`src/logic/cee_regs.svh`:
```
// Register offsets, status field positions, reset values and vector offsets of the event-entry block
`ifndef CEE_REGS_SVH
`define CEE_REGS_SVH

// ***************************************************************
// Register byte offsets
// ***************************************************************
`define CEE_OFS_STATUS 8'h00
`define CEE_OFS_VBASE 8'h04
`define CEE_OFS_FVADDR 8'h08
`define CEE_OFS_FPAGE 8'h0C
`define CEE_OFS_SHADOW 8'h10
`define CEE_OFS_END 8'h48

// ***************************************************************
// Status register fields
// ***************************************************************
`define CEE_SR_REMAP 15
`define CEE_SR_GIRQ_MASK 16
`define CEE_SR_LVL_LO 17
`define CEE_SR_LVL_HI 20
`define CEE_SR_EXC_MASK 21
`define CEE_SR_CTX_LO 22
`define CEE_SR_CTX_HI 24
`define CEE_SR_DBG_MASK 26
`define CEE_SR_DBG_STATE 27
`define CEE_SR_BYTECODE 28
`define CEE_SR_RST 32'h0021_0000
`define CEE_VBASE_RST 32'h0000_0000
`define CEE_FP_SIDE 0

// ***************************************************************
// Execution contexts and level mask sets
// ***************************************************************
`define CEE_CTX_NMI 3'h7
`define CEE_CTX_EXC 3'h6
`define CEE_CTX_L3 3'h5
`define CEE_CTX_L2 3'h4
`define CEE_CTX_L1 3'h3
`define CEE_CTX_L0 3'h2
`define CEE_LVLSET_L3 4'hE
`define CEE_LVLSET_L2 4'h7
`define CEE_LVLSET_L1 4'h3
`define CEE_LVLSET_L0 4'h1

// ***************************************************************
// Handler offsets and per-exception attribute masks
// ***************************************************************
`define CEE_VEC_UNREC 32'h0000_0000
`define CEE_VEC_NMI 32'h0000_0010
`define CEE_VEC_IADDR 32'h0000_0014
`define CEE_VEC_INSTR_XLATE_BUFFER_PROT 32'h0000_0018
`define CEE_VEC_BKPT 32'h0000_001C
`define CEE_VEC_ILLEGAL 32'h0000_0020
`define CEE_VEC_UNIMPL 32'h0000_0024
`define CEE_VEC_DRADDR 32'h0000_0034
`define CEE_VEC_DWADDR 32'h0000_0038
`define CEE_VEC_INSTR_XLATE_BUFFER_MISS 32'h0000_0050
`define CEE_VEC_DATA_XLATE_BUFFER_RMISS 32'h0000_0060
`define CEE_VEC_DATA_XLATE_BUFFER_WMISS 32'h0000_0070
`define CEE_EXC_GM_SET 10'h1B8
`define CEE_EXC_FAULT_REC 10'h3C7
`define CEE_EXC_SIDE_WR 10'h306
`define CEE_EXC_SIDE_VAL 10'h006

`endif

```
`src/logic/cee_pkg.sv`:
```
// Types shared by the event-entry block
package cee_pkg;
    typedef enum logic [1:0] {CEE_ST_RUN = 2'b01, CEE_ST_DRAIN = 2'b10} cee_state_t;
    typedef enum logic [2:0] {
        CEE_BANK_NMI = 3'h0, CEE_BANK_L3 = 3'h1, CEE_BANK_L2 = 3'h2, CEE_BANK_L1 = 3'h3,
        CEE_BANK_L0 = 3'h4, CEE_BANK_EXC = 3'h5, CEE_BANK_DBG = 3'h6
    } cee_bank_t;
    typedef enum logic [3:0] {
        CEE_EX_IADDR = 4'h0, CEE_EX_INSTR_XLATE_BUFFER_MISS = 4'h1, CEE_EX_INSTR_XLATE_BUFFER_PROT = 4'h2, CEE_EX_BKPT = 4'h3,
        CEE_EX_ILLEGAL = 4'h4, CEE_EX_UNIMPL = 4'h5, CEE_EX_DRADDR = 4'h6, CEE_EX_DWADDR = 4'h7,
        CEE_EX_DATA_XLATE_BUFFER_RMISS = 4'h8, CEE_EX_DATA_XLATE_BUFFER_WMISS = 4'h9
    } cee_exc_t;
endpackage

```
`src/logic/cee_event_entry.sv`:
```
// Event-entry logic: priority, status rewrite, shadow saving, fault recording and handler jump
//
// What this block does
// RULE_01 - NMI input raises an event; the global interrupt mask does not block it.
// RULE_02 - NMI input is ignored while the context is the NMI context 111.
// RULE_03 - NMI entry saves status and return, clears flags, context 111, masks, vector 0x10.
// RULE_04 - Interrupts wait for the pipeline to drain; return is first non-completed instruction.
// RULE_05 - A level is accepted only with global mask and its own mask clear.
// RULE_06 - Accepting a level sets that level's own mask bit.
// RULE_07 - Level 3 entry saves state, context 101, sets level 3, 2, 1 masks.
// RULE_08 - Controller supplies the offset; handler is vector base combined with it.
// RULE_09 - Vector base and offset are combined with bitwise OR, not an adder.
// RULE_10 - Level 2 entry saves state, context 100, sets level 2, 1, 0 masks.
// RULE_11 - Level 1 entry saves state, context 011, sets level 1 and 0 masks.
// RULE_12 - Level 0 entry saves state, context 010, sets level 0 mask.
// RULE_13 - Misaligned fetch saves state, records fault address and page, vector 0x14.
// RULE_14 - Instruction translation miss records fault, side flag 1, vector 0x50.
// RULE_15 - Instruction protection fault records fault, side flag 1, context 110, vector 0x18.
// RULE_16 - Breakpoint while debug mask clear enters debug state, vector 0x1C.
// RULE_17 - Debug return instruction leaves debug state and resumes normal execution.
// RULE_18 - Unknown opcode or unacknowledged coprocessor instruction jumps to vector 0x20.
// RULE_19 - Unimplemented instruction saves PC, masks, jumps to vector 0x24.
// RULE_20 - Misaligned data read records fault address and page, vector 0x34.
// RULE_21 - Misaligned data write records fault, sets both masks, vector 0x38.
// RULE_22 - Data read translation miss records fault, side flag 0, vector 0x60.
// RULE_23 - Data write translation miss records fault, side flag 0, vector 0x70.
// RULE_24 - Any exception while exception mask is set becomes the unrecoverable exception.
// RULE_25 - Simultaneous interrupts: NMI first, then level 3, 2, 1, 0.
//
// Design decisions made here: the register addresses and register access over APB.
`include "cee_regs.svh"

module cee_event_entry
#(
    parameter int PAGE_LSB = 10
)
(
    input wire logic core_clk,
    input wire logic rst,
    input wire logic psel,
    input wire logic penable,
    input wire logic pwrite,
    input wire logic [7:0] paddr,
    input wire logic [31:0] pwdata,
    output logic [31:0] prdata,
    output logic pready,
    output logic pslverr,
    input wire logic nmi_pin,
    input wire logic lvl3_irq,
    input wire logic lvl2_irq,
    input wire logic lvl1_irq,
    input wire logic lvl0_irq,
    input wire logic onchip_debug_bkpt,
    input wire logic [31:0] irq_vector_offset,
    input wire logic pipe_drained,
    input wire logic [31:0] next_instr_addr,
    input wire logic [31:0] exc_pc,
    input wire logic [31:0] fault_addr,
    input wire logic instr_addr_fault,
    input wire logic instr_xlate_buffer_miss,
    input wire logic instr_xlate_buffer_prot,
    input wire logic bkpt_instr,
    input wire logic illegal_opcode,
    input wire logic cop_nack,
    input wire logic unimpl_instr,
    input wire logic dread_addr_fault,
    input wire logic dwrite_addr_fault,
    input wire logic data_xlate_buffer_read_miss,
    input wire logic data_xlate_buffer_write_miss,
    input wire logic debug_return_instr,
    output logic irq_hold,
    output logic jump_valid,
    output logic [31:0] jump_addr,
    output logic [3:0] lvl_ack,
    output logic [31:0] status_out
);
    // ***************************************************************
    // State
    // ***************************************************************
    cee_pkg::cee_state_t state;
    cee_pkg::cee_state_t next_state;
    logic [31:0] status_reg;
    logic [31:0] next_status;
    logic [31:0] vector_base;
    logic [31:0] fault_vaddr_reg;
    logic [31:0] fault_page_reg;
    logic [31:0] next_fpage;
    logic [31:0] saved_status [0:6];
    logic [31:0] return_addr [0:6];

    // ***************************************************************
    // Event acceptance and priority
    // ***************************************************************
    logic [2:0] ctx;
    logic [3:0] lvl_mask;
    logic gm;
    logic em;
    logic [5:0] gate_pin;
    logic [5:0] gate_block;
    logic [5:0] gate_acc;
    logic [4:0] irq_acc;
    logic [4:0] irq_sel;
    logic [4:0] take_irq;
    logic irq_pend;
    logic irq_go;
    logic bkpt_req;
    logic [9:0] exc_req;
    logic [9:0] exc_sel;
    logic exc_any;
    logic unrec;
    logic entry;

    assign ctx = status_reg[`CEE_SR_CTX_HI:`CEE_SR_CTX_LO];
    assign lvl_mask = status_reg[`CEE_SR_LVL_HI:`CEE_SR_LVL_LO];
    assign gm = status_reg[`CEE_SR_GIRQ_MASK];
    assign em = status_reg[`CEE_SR_EXC_MASK];

    // Slot 0 NMI, slots 1-4 levels 3 to 0, slot 5 debug breakpoint pin
    assign gate_pin = {onchip_debug_bkpt, lvl0_irq, lvl1_irq, lvl2_irq, lvl3_irq, nmi_pin};
    // RULE_01 NMI ignores gm
    // RULE_02 NMI serialised
    // RULE_05 level mask gating
    assign gate_block = {status_reg[`CEE_SR_DBG_MASK], gm | lvl_mask[0], gm | lvl_mask[1],
                         gm | lvl_mask[2], gm | lvl_mask[3], ctx == `CEE_CTX_NMI};

    genvar gi;
    generate
        for (gi = 0; gi < 6; gi++)
        begin : g_gate
            cee_sync_gate u_gate
            (
                .core_clk(core_clk),
                .rst(rst),
                .pin_in(gate_pin[gi]),
                .block(gate_block[gi]),
                .accept(gate_acc[gi])
            );
        end
    endgenerate

    // RULE_25 lowest slot wins
    assign irq_acc = gate_acc[4:0];
    assign irq_sel = irq_acc & (~irq_acc + 5'h01);
    assign irq_pend = |irq_acc;
    // RULE_04 wait for drained pipeline
    assign irq_go = (state == cee_pkg::CEE_ST_DRAIN) && pipe_drained && !exc_any && irq_pend;
    assign take_irq = irq_sel & {5{irq_go}};
    assign irq_hold = (state == cee_pkg::CEE_ST_DRAIN);

    // RULE_16 breakpoint gated by debug mask
    assign bkpt_req = (bkpt_instr & ~status_reg[`CEE_SR_DBG_MASK]) | gate_acc[5];
    // RULE_18 opcode or coprocessor fault
    assign exc_req = {data_xlate_buffer_write_miss, data_xlate_buffer_read_miss, dwrite_addr_fault, dread_addr_fault, unimpl_instr,
                      illegal_opcode | cop_nack, bkpt_req, instr_xlate_buffer_prot, instr_xlate_buffer_miss, instr_addr_fault};
    assign exc_sel = exc_req & (~exc_req + 10'h001);
    assign exc_any = |exc_req;
    // RULE_24 exception under exception mask
    assign unrec = exc_any & em;
    assign entry = exc_any | irq_go;

    // Drain state machine: hold issue until the pipeline is empty
    always_comb
    begin
        next_state = state;
        unique case (state)
            cee_pkg::CEE_ST_RUN:
            begin
                if (irq_pend)
                    next_state = cee_pkg::CEE_ST_DRAIN;
            end
            cee_pkg::CEE_ST_DRAIN:
            begin
                if (irq_go || !irq_pend)
                    next_state = cee_pkg::CEE_ST_RUN;
            end
        endcase
    end

    // ***************************************************************
    // Entry attributes
    // ***************************************************************
    logic [31:0] e_vec;
    logic [31:0] e_ret;
    logic [2:0] e_ctx;
    cee_pkg::cee_bank_t e_bank;
    logic e_em;
    logic e_gm;
    logic e_dbg;
    logic [3:0] e_lvl;
    logic e_rec;
    logic e_side_wr;
    logic e_side_val;

    assign e_rec = !unrec && |(exc_sel & `CEE_EXC_FAULT_REC);
    assign e_side_wr = !unrec && |(exc_sel & `CEE_EXC_SIDE_WR);
    assign e_side_val = |(exc_sel & `CEE_EXC_SIDE_VAL);

    // Vector, context, mask set and shadow bank of the winning event
    always_comb
    begin
        e_vec = `CEE_VEC_UNREC;
        e_ret = exc_pc;
        e_ctx = `CEE_CTX_EXC;
        e_bank = cee_pkg::CEE_BANK_EXC;
        e_em = 1'b1;
        e_gm = 1'b1;
        e_dbg = 1'b0;
        e_lvl = 4'h0;
        if (!unrec && exc_any)
        begin
            e_gm = |(exc_sel & `CEE_EXC_GM_SET);
            e_dbg = exc_sel[cee_pkg::CEE_EX_BKPT];
            if (e_dbg)
                e_bank = cee_pkg::CEE_BANK_DBG;
            // RULE_15 RULE_19 RULE_20 RULE_21 RULE_22 exception vectors
            unique case (1'b1)
                exc_sel[cee_pkg::CEE_EX_IADDR]: e_vec = `CEE_VEC_IADDR;
                exc_sel[cee_pkg::CEE_EX_INSTR_XLATE_BUFFER_MISS]: e_vec = `CEE_VEC_INSTR_XLATE_BUFFER_MISS;
                exc_sel[cee_pkg::CEE_EX_INSTR_XLATE_BUFFER_PROT]: e_vec = `CEE_VEC_INSTR_XLATE_BUFFER_PROT;
                exc_sel[cee_pkg::CEE_EX_BKPT]: e_vec = `CEE_VEC_BKPT;
                exc_sel[cee_pkg::CEE_EX_ILLEGAL]: e_vec = `CEE_VEC_ILLEGAL;
                exc_sel[cee_pkg::CEE_EX_UNIMPL]: e_vec = `CEE_VEC_UNIMPL;
                exc_sel[cee_pkg::CEE_EX_DRADDR]: e_vec = `CEE_VEC_DRADDR;
                exc_sel[cee_pkg::CEE_EX_DWADDR]: e_vec = `CEE_VEC_DWADDR;
                exc_sel[cee_pkg::CEE_EX_DATA_XLATE_BUFFER_RMISS]: e_vec = `CEE_VEC_DATA_XLATE_BUFFER_RMISS;
                exc_sel[cee_pkg::CEE_EX_DATA_XLATE_BUFFER_WMISS]: e_vec = `CEE_VEC_DATA_XLATE_BUFFER_WMISS;
            endcase
        end
        else if (!unrec)
        begin
            // RULE_08 controller offset
            e_vec = irq_vector_offset;
            e_ret = next_instr_addr;
            e_em = 1'b0;
            e_gm = 1'b0;
            unique case (1'b1)
                take_irq[0]:
                begin
                    // RULE_03 NMI entry values
                    e_vec = `CEE_VEC_NMI;
                    e_ctx = `CEE_CTX_NMI;
                    e_bank = cee_pkg::CEE_BANK_NMI;
                    e_em = 1'b1;
                    e_gm = 1'b1;
                end
                take_irq[1]:
                begin
                    // RULE_07 level 3 entry
                    e_ctx = `CEE_CTX_L3;
                    e_bank = cee_pkg::CEE_BANK_L3;
                    e_lvl = `CEE_LVLSET_L3;
                end
                take_irq[2]:
                begin
                    // RULE_10 level 2 entry
                    e_ctx = `CEE_CTX_L2;
                    e_bank = cee_pkg::CEE_BANK_L2;
                    e_lvl = `CEE_LVLSET_L2;
                end
                take_irq[3]:
                begin
                    // RULE_11 level 1 entry
                    e_ctx = `CEE_CTX_L1;
                    e_bank = cee_pkg::CEE_BANK_L1;
                    e_lvl = `CEE_LVLSET_L1;
                end
                take_irq[4]:
                begin
                    // RULE_12 level 0 entry
                    e_ctx = `CEE_CTX_L0;
                    e_bank = cee_pkg::CEE_BANK_L0;
                    e_lvl = `CEE_LVLSET_L0;
                end
                default:
                begin
                    e_ctx = ctx;
                end
            endcase
        end
    end

    // ***************************************************************
    // Status and fault register next values
    // ***************************************************************
    logic apb_wr;
    logic sr_wr;
    logic vb_wr;

    assign apb_wr = psel & penable & pwrite;
    assign sr_wr = apb_wr && (paddr == `CEE_OFS_STATUS);
    assign vb_wr = apb_wr && (paddr == `CEE_OFS_VBASE);

    // Software write, debug return, then event entry on top
    always_comb
    begin
        next_status = status_reg;
        if (sr_wr)
            next_status = pwdata;
        // RULE_17 leave debug state
        if (debug_return_instr && status_reg[`CEE_SR_DBG_STATE])
        begin
            next_status = saved_status[cee_pkg::CEE_BANK_DBG];
            next_status[`CEE_SR_DBG_STATE] = 1'b0;
        end
        if (entry)
        begin
            next_status[`CEE_SR_REMAP] = 1'b0;
            next_status[`CEE_SR_BYTECODE] = 1'b0;
            next_status[`CEE_SR_CTX_HI:`CEE_SR_CTX_LO] = e_ctx;
            next_status[`CEE_SR_EXC_MASK] = next_status[`CEE_SR_EXC_MASK] | e_em;
            next_status[`CEE_SR_GIRQ_MASK] = next_status[`CEE_SR_GIRQ_MASK] | e_gm;
            // RULE_06 set own level mask
            next_status[`CEE_SR_LVL_HI:`CEE_SR_LVL_LO] = next_status[`CEE_SR_LVL_HI:`CEE_SR_LVL_LO] | e_lvl;
            next_status[`CEE_SR_DBG_STATE] = next_status[`CEE_SR_DBG_STATE] | e_dbg;
            next_status[`CEE_SR_DBG_MASK] = next_status[`CEE_SR_DBG_MASK] | e_dbg;
        end
    end

    // RULE_13 fault page recording
    // RULE_14 instruction side flag
    // RULE_23 data side flag
    always_comb
    begin
        next_fpage = fault_page_reg;
        if (entry && e_rec)
            next_fpage[31:PAGE_LSB] = fault_addr[31:PAGE_LSB];
        if (entry && e_side_wr)
            next_fpage[`CEE_FP_SIDE] = e_side_val;
    end

    // Core event state
    always_ff @(posedge core_clk)
    begin
        if (rst)
        begin
            state <= cee_pkg::CEE_ST_RUN;
            status_reg <= `CEE_SR_RST;
            vector_base <= `CEE_VBASE_RST;
            fault_vaddr_reg <= 32'h0000_0000;
            fault_page_reg <= 32'h0000_0000;
            jump_valid <= 1'b0;
            jump_addr <= 32'h0000_0000;
            lvl_ack <= 4'h0;
        end
        else
        begin
            state <= next_state;
            status_reg <= next_status;
            vector_base <= vb_wr ? pwdata : vector_base;
            fault_vaddr_reg <= (entry && e_rec) ? fault_addr : fault_vaddr_reg;
            fault_page_reg <= next_fpage;
            jump_valid <= entry;
            // RULE_09 OR, not add
            jump_addr <= entry ? (vector_base | e_vec) : jump_addr;
            lvl_ack <= {take_irq[1], take_irq[2], take_irq[3], take_irq[4]};
        end
    end

    // RULE_03 shadow save on entry
    always_ff @(posedge core_clk)
    begin
        if (rst)
        begin
            for (int i = 0; i < 7; i++)
            begin
                saved_status[i] <= 32'h0000_0000;
                return_addr[i] <= 32'h0000_0000;
            end
        end
        else if (entry)
        begin
            saved_status[e_bank] <= status_reg;
            return_addr[e_bank] <= e_ret;
        end
    end

    assign status_out = status_reg;

    // ***************************************************************
    // APB slave
    // ***************************************************************
    logic [31:0] rd_word;
    logic [3:0] rd_slot;
    logic in_shadow;
    logic mapped;

    assign pready = 1'b1;
    assign rd_slot = paddr[6:3] - 4'h2;
    assign in_shadow = (paddr >= `CEE_OFS_SHADOW) && (paddr < `CEE_OFS_END);
    assign mapped = (paddr < `CEE_OFS_END) && (paddr[1:0] == 2'b00);

    // Read word selection
    always_comb
    begin
        rd_word = 32'h0000_0000;
        if (in_shadow)
            rd_word = paddr[2] ? return_addr[rd_slot[2:0]] : saved_status[rd_slot[2:0]];
        else if (paddr == `CEE_OFS_STATUS)
            rd_word = status_reg;
        else if (paddr == `CEE_OFS_VBASE)
            rd_word = vector_base;
        else if (paddr == `CEE_OFS_FVADDR)
            rd_word = fault_vaddr_reg;
        else if (paddr == `CEE_OFS_FPAGE)
            rd_word = fault_page_reg;
    end

    // Read data and error captured in the setup cycle
    always_ff @(posedge core_clk)
    begin
        if (rst)
        begin
            prdata <= 32'h0000_0000;
            pslverr <= 1'b0;
        end
        else if (psel && !penable)
        begin
            prdata <= (mapped && !pwrite) ? rd_word : 32'h0000_0000;
            pslverr <= !mapped;
        end
    end
endmodule

```
`src/logic/cee_sync_gate.sv`:
```
// Pin synchroniser with a blocking gate for one asynchronous event input
module cee_sync_gate
(
    input wire logic core_clk,
    input wire logic rst,
    input wire logic pin_in,
    input wire logic block,
    output logic accept
);
    logic meta;
    logic sync;

    // Two flops before any logic reads the pin
    always_ff @(posedge core_clk)
    begin
        if (rst)
        begin
            meta <= 1'b0;
            sync <= 1'b0;
        end
        else
        begin
            meta <= pin_in;
            sync <= meta;
        end
    end

    // Request passes only while not blocked
    assign accept = sync & ~block;
endmodule

```
`config.mk`:
```
export PLATFORM = sky130hd
export DESIGN_NAME = cee_event_entry
export DESIGN_NICKNAME = d
export VERILOG_FILES = /design/src/logic/cee_pkg.sv /design/src/logic/cee_event_entry.sv /design/src/logic/cee_sync_gate.sv
export VERILOG_INCLUDE_DIRS = /design/src /design/src/logic
export SDC_FILE = /design/constraint.sdc
export NUM_CORES = 1
export LEC_CHECK = 0
export BUFFER_PORTS_ARGS = -buffer_cell sky130_fd_sc_hd__buf_2
export CAP_MARGIN = 20
export CORE_MARGIN = 2
export CORE_UTILIZATION = 50
export CTS_BUF_LIST = sky130_fd_sc_hd__clkbuf_16
export CTS_CLUSTER_DIAMETER = 100
export DETAILED_ROUTE_END_ITERATION = 10
export HOLD_SLACK_MARGIN = 0.12
export PLACE_DENSITY = 0.72
export SLEW_MARGIN = 20
export SYNTH_ARGS = -nofsm -noshare
export SYNTH_HDL_FRONTEND = slang
export SYNTH_SLANG_ARGS = --single-unit
```
`constraint.sdc`:
```
create_clock -name core_clk -period 6.99 [get_ports core_clk]
set_input_delay 0 -clock core_clk [delete_from_list [all_inputs] [get_ports core_clk]]
set_output_delay 0 -clock core_clk [all_outputs]
set_load 0.1 [all_outputs]
```
== Word level (Yosys, flattened, before mapping) ==
Memories as Yosys holds them, arrays and structs flattened.
Cells that the tools add are included.
Storage, ports and cells
  register bits: 203
  RAM bits: 448
  logic and storage cells: 159
  memories: 2
Memories
  return_addr: depth 7, width 32, rd ports 1, clocked after Yosys merged registers in 0, write ports 7, line cee_event_entry.sv:89  | logic [31:0] return_addr [0:6];
  saved_status: depth 7, width 32, rd ports 2, clocked after Yosys merged registers in 0, write ports 7, line cee_event_entry.sv:88  | logic [31:0] saved_status [0:6];
Operators by class
  $add $sub $neg: 3
  magnitude comparators: 2
  equal/unequal tests: 9
  multiplexer cells: 46
  bitwise logic cells: 34
  reductions and logical operators: 37
Operators by type and width (count)
  32-bit two-way mux: 16
  32-bit case mux with 10 select lines: 1
  32-bit OR reduction: 2
  32-bit bitwise OR: 1
  3-bit case mux with 5 select lines: 2
  3-bit two-way mux: 6
  8-bit by 4-bit == test with 1-bit output, second input constant: 2
  4-bit case mux with 4 select lines: 1
  1-bit logical AND: 15
  1-bit two-way mux: 12
  1-bit bitwise OR: 11
  10-bit by 1-bit adder with 10-bit output, second input constant: 1
  1-bit bitwise AND: 10
  10-bit bitwise AND: 1
  5-bit bitwise AND: 2
  10-bit two-way mux: 1
  10-bit NOT: 1
  10-bit OR reduction: 1
  5-bit OR reduction: 2
  8-bit by 3-bit == test with 1-bit output, second input constant: 1
  8-bit by 5-bit >= comparator with 1-bit output, second input constant: 1
  8-bit logical NOT: 1
  8-bit by 7-bit less-than comparator with 1-bit output, second input constant: 1
  2-bit two-way mux: 4
  22 further kinds: 35

== Longest topological paths before layout ==
  word-level depth: 13
  mapped depth: 12
  gate-level depth less buffers: 7

== Hierarchy ==
A second synthesis with hierarchy kept.
Second synthesis, totals
  cells, all modules: 2454
  area total of the unflattened synthesis: 30589.3 sq um
By module, submodules not included
  cee_event_entry: times used 1, cells each 2424, area each 30191.5 sq um, sequential area each 18117.4 sq um
  cee_sync_gate: times used 6, cells each 5, area each 66.3 sq um, sequential area each 40.0 sq um

== Least setup slack after synthesis ==
No wires, ideal clock.
  path kind: register -> register
  start point: register status_reg[16] (netlist: status_out[16])
  end point: memory return_addr[2][0] (enable)
  library setup time: 574 ps
  data arrival time: 6757 ps
  path slack: -341 ps
  cell stages (with the launch flop): 8
  cells stage by stage: dfxtp_1 buf_2 nor3b_1 a211oi_2 a21oi_1 a21oi_2 buf_2 o21ai_0
RTL lines
  start, declared: line cee_event_entry.sv:82  | logic [31:0] status_reg;
  start signal, assigned: line cee_event_entry.sv:337  | status_reg <= `CEE_SR_RST;
  start signal, assigned: line cee_event_entry.sv:348  | status_reg <= next_status;
  end, declared: line cee_event_entry.sv:89

==> impl_metrics.yaml <==
run_status:
  status: "completed"
clock_tree:
  cts_max_level: 3
  cts_tree: "done"
  numCtsBuffers: 69
  insertion_delay_ns: 0.61
  worst_setup_hold_path_clk_slew_ns: 0.06
  cts-root-buf: "clkbuf_16"
  clockBufferDepth: 3
  cts.sinks: 693
  post_cts_buffers: 0
placement:
  port_buffers: 294
  place_area_um2: 32500
  place_congestion: 0.919
  dp_hpwl_um: 57100
  dp_cells: 3420
sta:
  tightest_slew_ns: 1.18
  rsz0062_at_grt: "no"
  period_share_pct: 63.3
  tns_ns: 0
  setup-violations-final: 0
  period_minus_slack_ns: 4.43
  drv_slew: 0
  clock_skew_ns: 0.0141
  relSlewSlack_pct: 21.3
  hold_viol: 0
  fmax_mhz: 226
critical_path:
  max_stage_delay_ns: 0.68
  r2r_start: "g_gate[5].u_gate.sync"
  worst-path-max-fanout: 42
  rrSetupSlack_ns: 2.56
  crit_path_cell_trace: "o21bai_1 > nand4_1 > a2111oi_4 > buf_4 > o21ai_2 > buf_4 > nand2_2 > buf_4"
  cp-start-kind: "flop"
  arrival_ns: 4.66
  cp_slowest_cell: "buf_4"
  critPathKind: "flop to flop"
  crit_path_end_kind: "flop"
  r2r_end: "saved_status[4][4]"
  required_ns: 7.22
  crit_top_cell: "buf_4"
  r2r.worst_path.cells: 8
detailed_routing:
  wl_per_cell_um: 24.5
  drt_iter0_markers: 2565
  drc_errors: 0
  first_pass_iters: 6
  vias: 22810
  ant_nets: 0
  wl_um: 91300
  via_per_inst: 6.11
power_and_ir_drop:
  p_leak_uw: 0.0142
  clock_power_share_pct: 42.2
  pwr-share-seq_pct: 50.5
  swShare_pct: 22.1
  vdd.ir_drop.worst_v: 0.000164
  finalPower_uw: 8890
  p_int_uw: 6930
  comb_power_share_pct: 7.4
  p_per_area_nw_per_um2: 242
  p_sw_uw: 1970
cells_and_area:
  layout_commonest_cell: "edfxtp_1"
  fillCellCount: 4562
  finalNonFillerCells: 3734
  drive_gt1_share_pct: 20.3
  design_area_um2: 36700
  fin_util_pct: 61.2
  reg_top3: "return_addr: 256 flops, saved_status: 256 flops"
  areaGrowthSynthToFinish_pct: 21.6
  nets: 3093
  layout_common_cells: "edfxtp_1, buf_2, nor2_1"
min_path:
  worstHoldPathType: "input pin to flop"
  min_from: "paddr[2]"
  min_path_cells: 3
  min_to: "prdata[22]"
synth:
  postSynthAreaPerCell_um2: 12.4
  synth-edff-count: 448
  ys_async_sr_fraction_pct: 0
  synth_area_um2: 30200
  ys_warn_count: 0
  synth_flop_cell: "edfxtp_1"
  ys_types: 70
  synthCells: 2427
  ys_ff_latch: 693
  ys_seq_area_share_pct: 60.8
run:
  cap_violations: 0
grt:
  antenna_found_initial: 2
  grt_max_degree: 91
  grt_pass1_vias: 22838
  grt_overflow: 0
  grt_pass1_wl_um: 139000
  grtUsageTotal_pct: 29.0
die:
  row_count: 90
  die_h_um: 250
  io_pins: 296
  dieArea_um2: 62400
  die_x_um: 250
  coreArea_um2: 60000
  start_util_pct: 50.3
-- worst max-delay path, delay by kind of cell (launching register included) --
family / cells / cell delay (ns)
AO/OA/AOI/OAI: 3 / 1.12
buffers and inverters: 3 / 1.44
flip-flops: 1 / 0.31
AND/OR/NAND/NOR: 2 / 1.12
-- power by group through the flow --
stage / logic, uW / registers, uW / clock network (uW)
final: 654 / 4490 / 3750
after global routing: 690 / 4500 / 3940
after CTS: 643 / 4490 / 3780
after detailed placement: 560 / 4580 / 0
after global placement: 551 / 4570 / 0
after floorplan: 340 / 4580 / 0
-- final cells by class --
cell class / count / area (um^2) / share of cell area (%)
inverters: 41 / 154 / 0.419
clock inverters: 51 / 443 / 1.21
clock buffers: 73 / 1830 / 4.97
repair buffers: 522 / 3690 / 10.0
well taps: 782 / 978 / 2.66
diodes: 1 / 2.50 / 0.00681
multi-input cells: 1571 / 11300 / 30.7
flip-flops and latches: 693 / 18400 / 50.0
-- stage by stage --
stage / hold slack (ns) / worst slack [ns]
after CTS: 0.126 / 2.52
final: 0.165 / 2.56
after floorplan: 0.128 / 1.39
after global placement: 0.238 / 2.67
after global routing: 0.174 / 2.27
after detailed placement: 0.242 / 2.56
-- routing by layer --
layer  part of all wire [%]  wire (um)  GRT usage (%)
met4                    3.3       3030           10.4
met2                     47      43200           46.3
met3                     10       9560           6.00
met1                     39      35600           39.5
met5                  0.014         13              0
-- cells in the mapped netlist, drive strengths merged, types with 3 or more instances --
library cell  number  area, um^2
a31oi              6        37.5
a21oi            191         960
a221o             34         340
nor3b             33         253
buf               62         303
and3b             12         105
o21ai             69         349
clkbuf           131         492
a22o              35         307
nand4              4        25.0
or3                7        43.8
nor3              48         245
nor2b             70         438
and2              32         200
mux4             129        2910
dfxtp            245        4900
inv               40         150
a21o               4        30.0
o211ai             5        65.1
mux2i            142        1420
nand2            247         927
ha                 3        37.5
a211oi            67         508
nand2b             5        31.3
and3              14        87.6
nand3             36         180
nor2             264         991
mux2               4        45.0
edfxtp           448       13500
-- how the worst max path moves through the flow --
stage	startpoint	depth (start not counted)	endpoint	slack, ns
2_1_floorplan	status_out[16]	7	return_addr[2][0]	1.39
3_3_place_gp	g_gate[5].u_gate.sync	7	saved_status[0][3]	2.67
3_5_place_dp	g_gate[5].u_gate.sync	7	saved_status[0][8]	2.56
4_1_cts	g_gate[5].u_gate.sync	7	saved_status[0][8]	2.52
5_1_grt	g_gate[5].u_gate.sync	8	saved_status[4][2]	2.27
6_report	g_gate[5].u_gate.sync	8	saved_status[4][4]	2.56
-- logic make-up after synthesis --
group                    synth area share (%)
adder cells (fa/ha/maj)                 0.124
multiplexers                             14.5
AO/OA/AOI/OAI                            9.43
other                                  0.0249
buffers and inverters                    3.14
flip-flops                               60.8
AND/OR/NAND/NOR                          12.0
-- timing repair --
| action | in CTS | in global routing |
|---|---|---|
| gates resized for setup | 0 | 0 |
| hold buffers | 188 | 0 |
| setup endpoints to repair | 0 | 0 |
| endpoints found under the hold margin | 396 | 0 |
(Power assumes the default switching activity.)
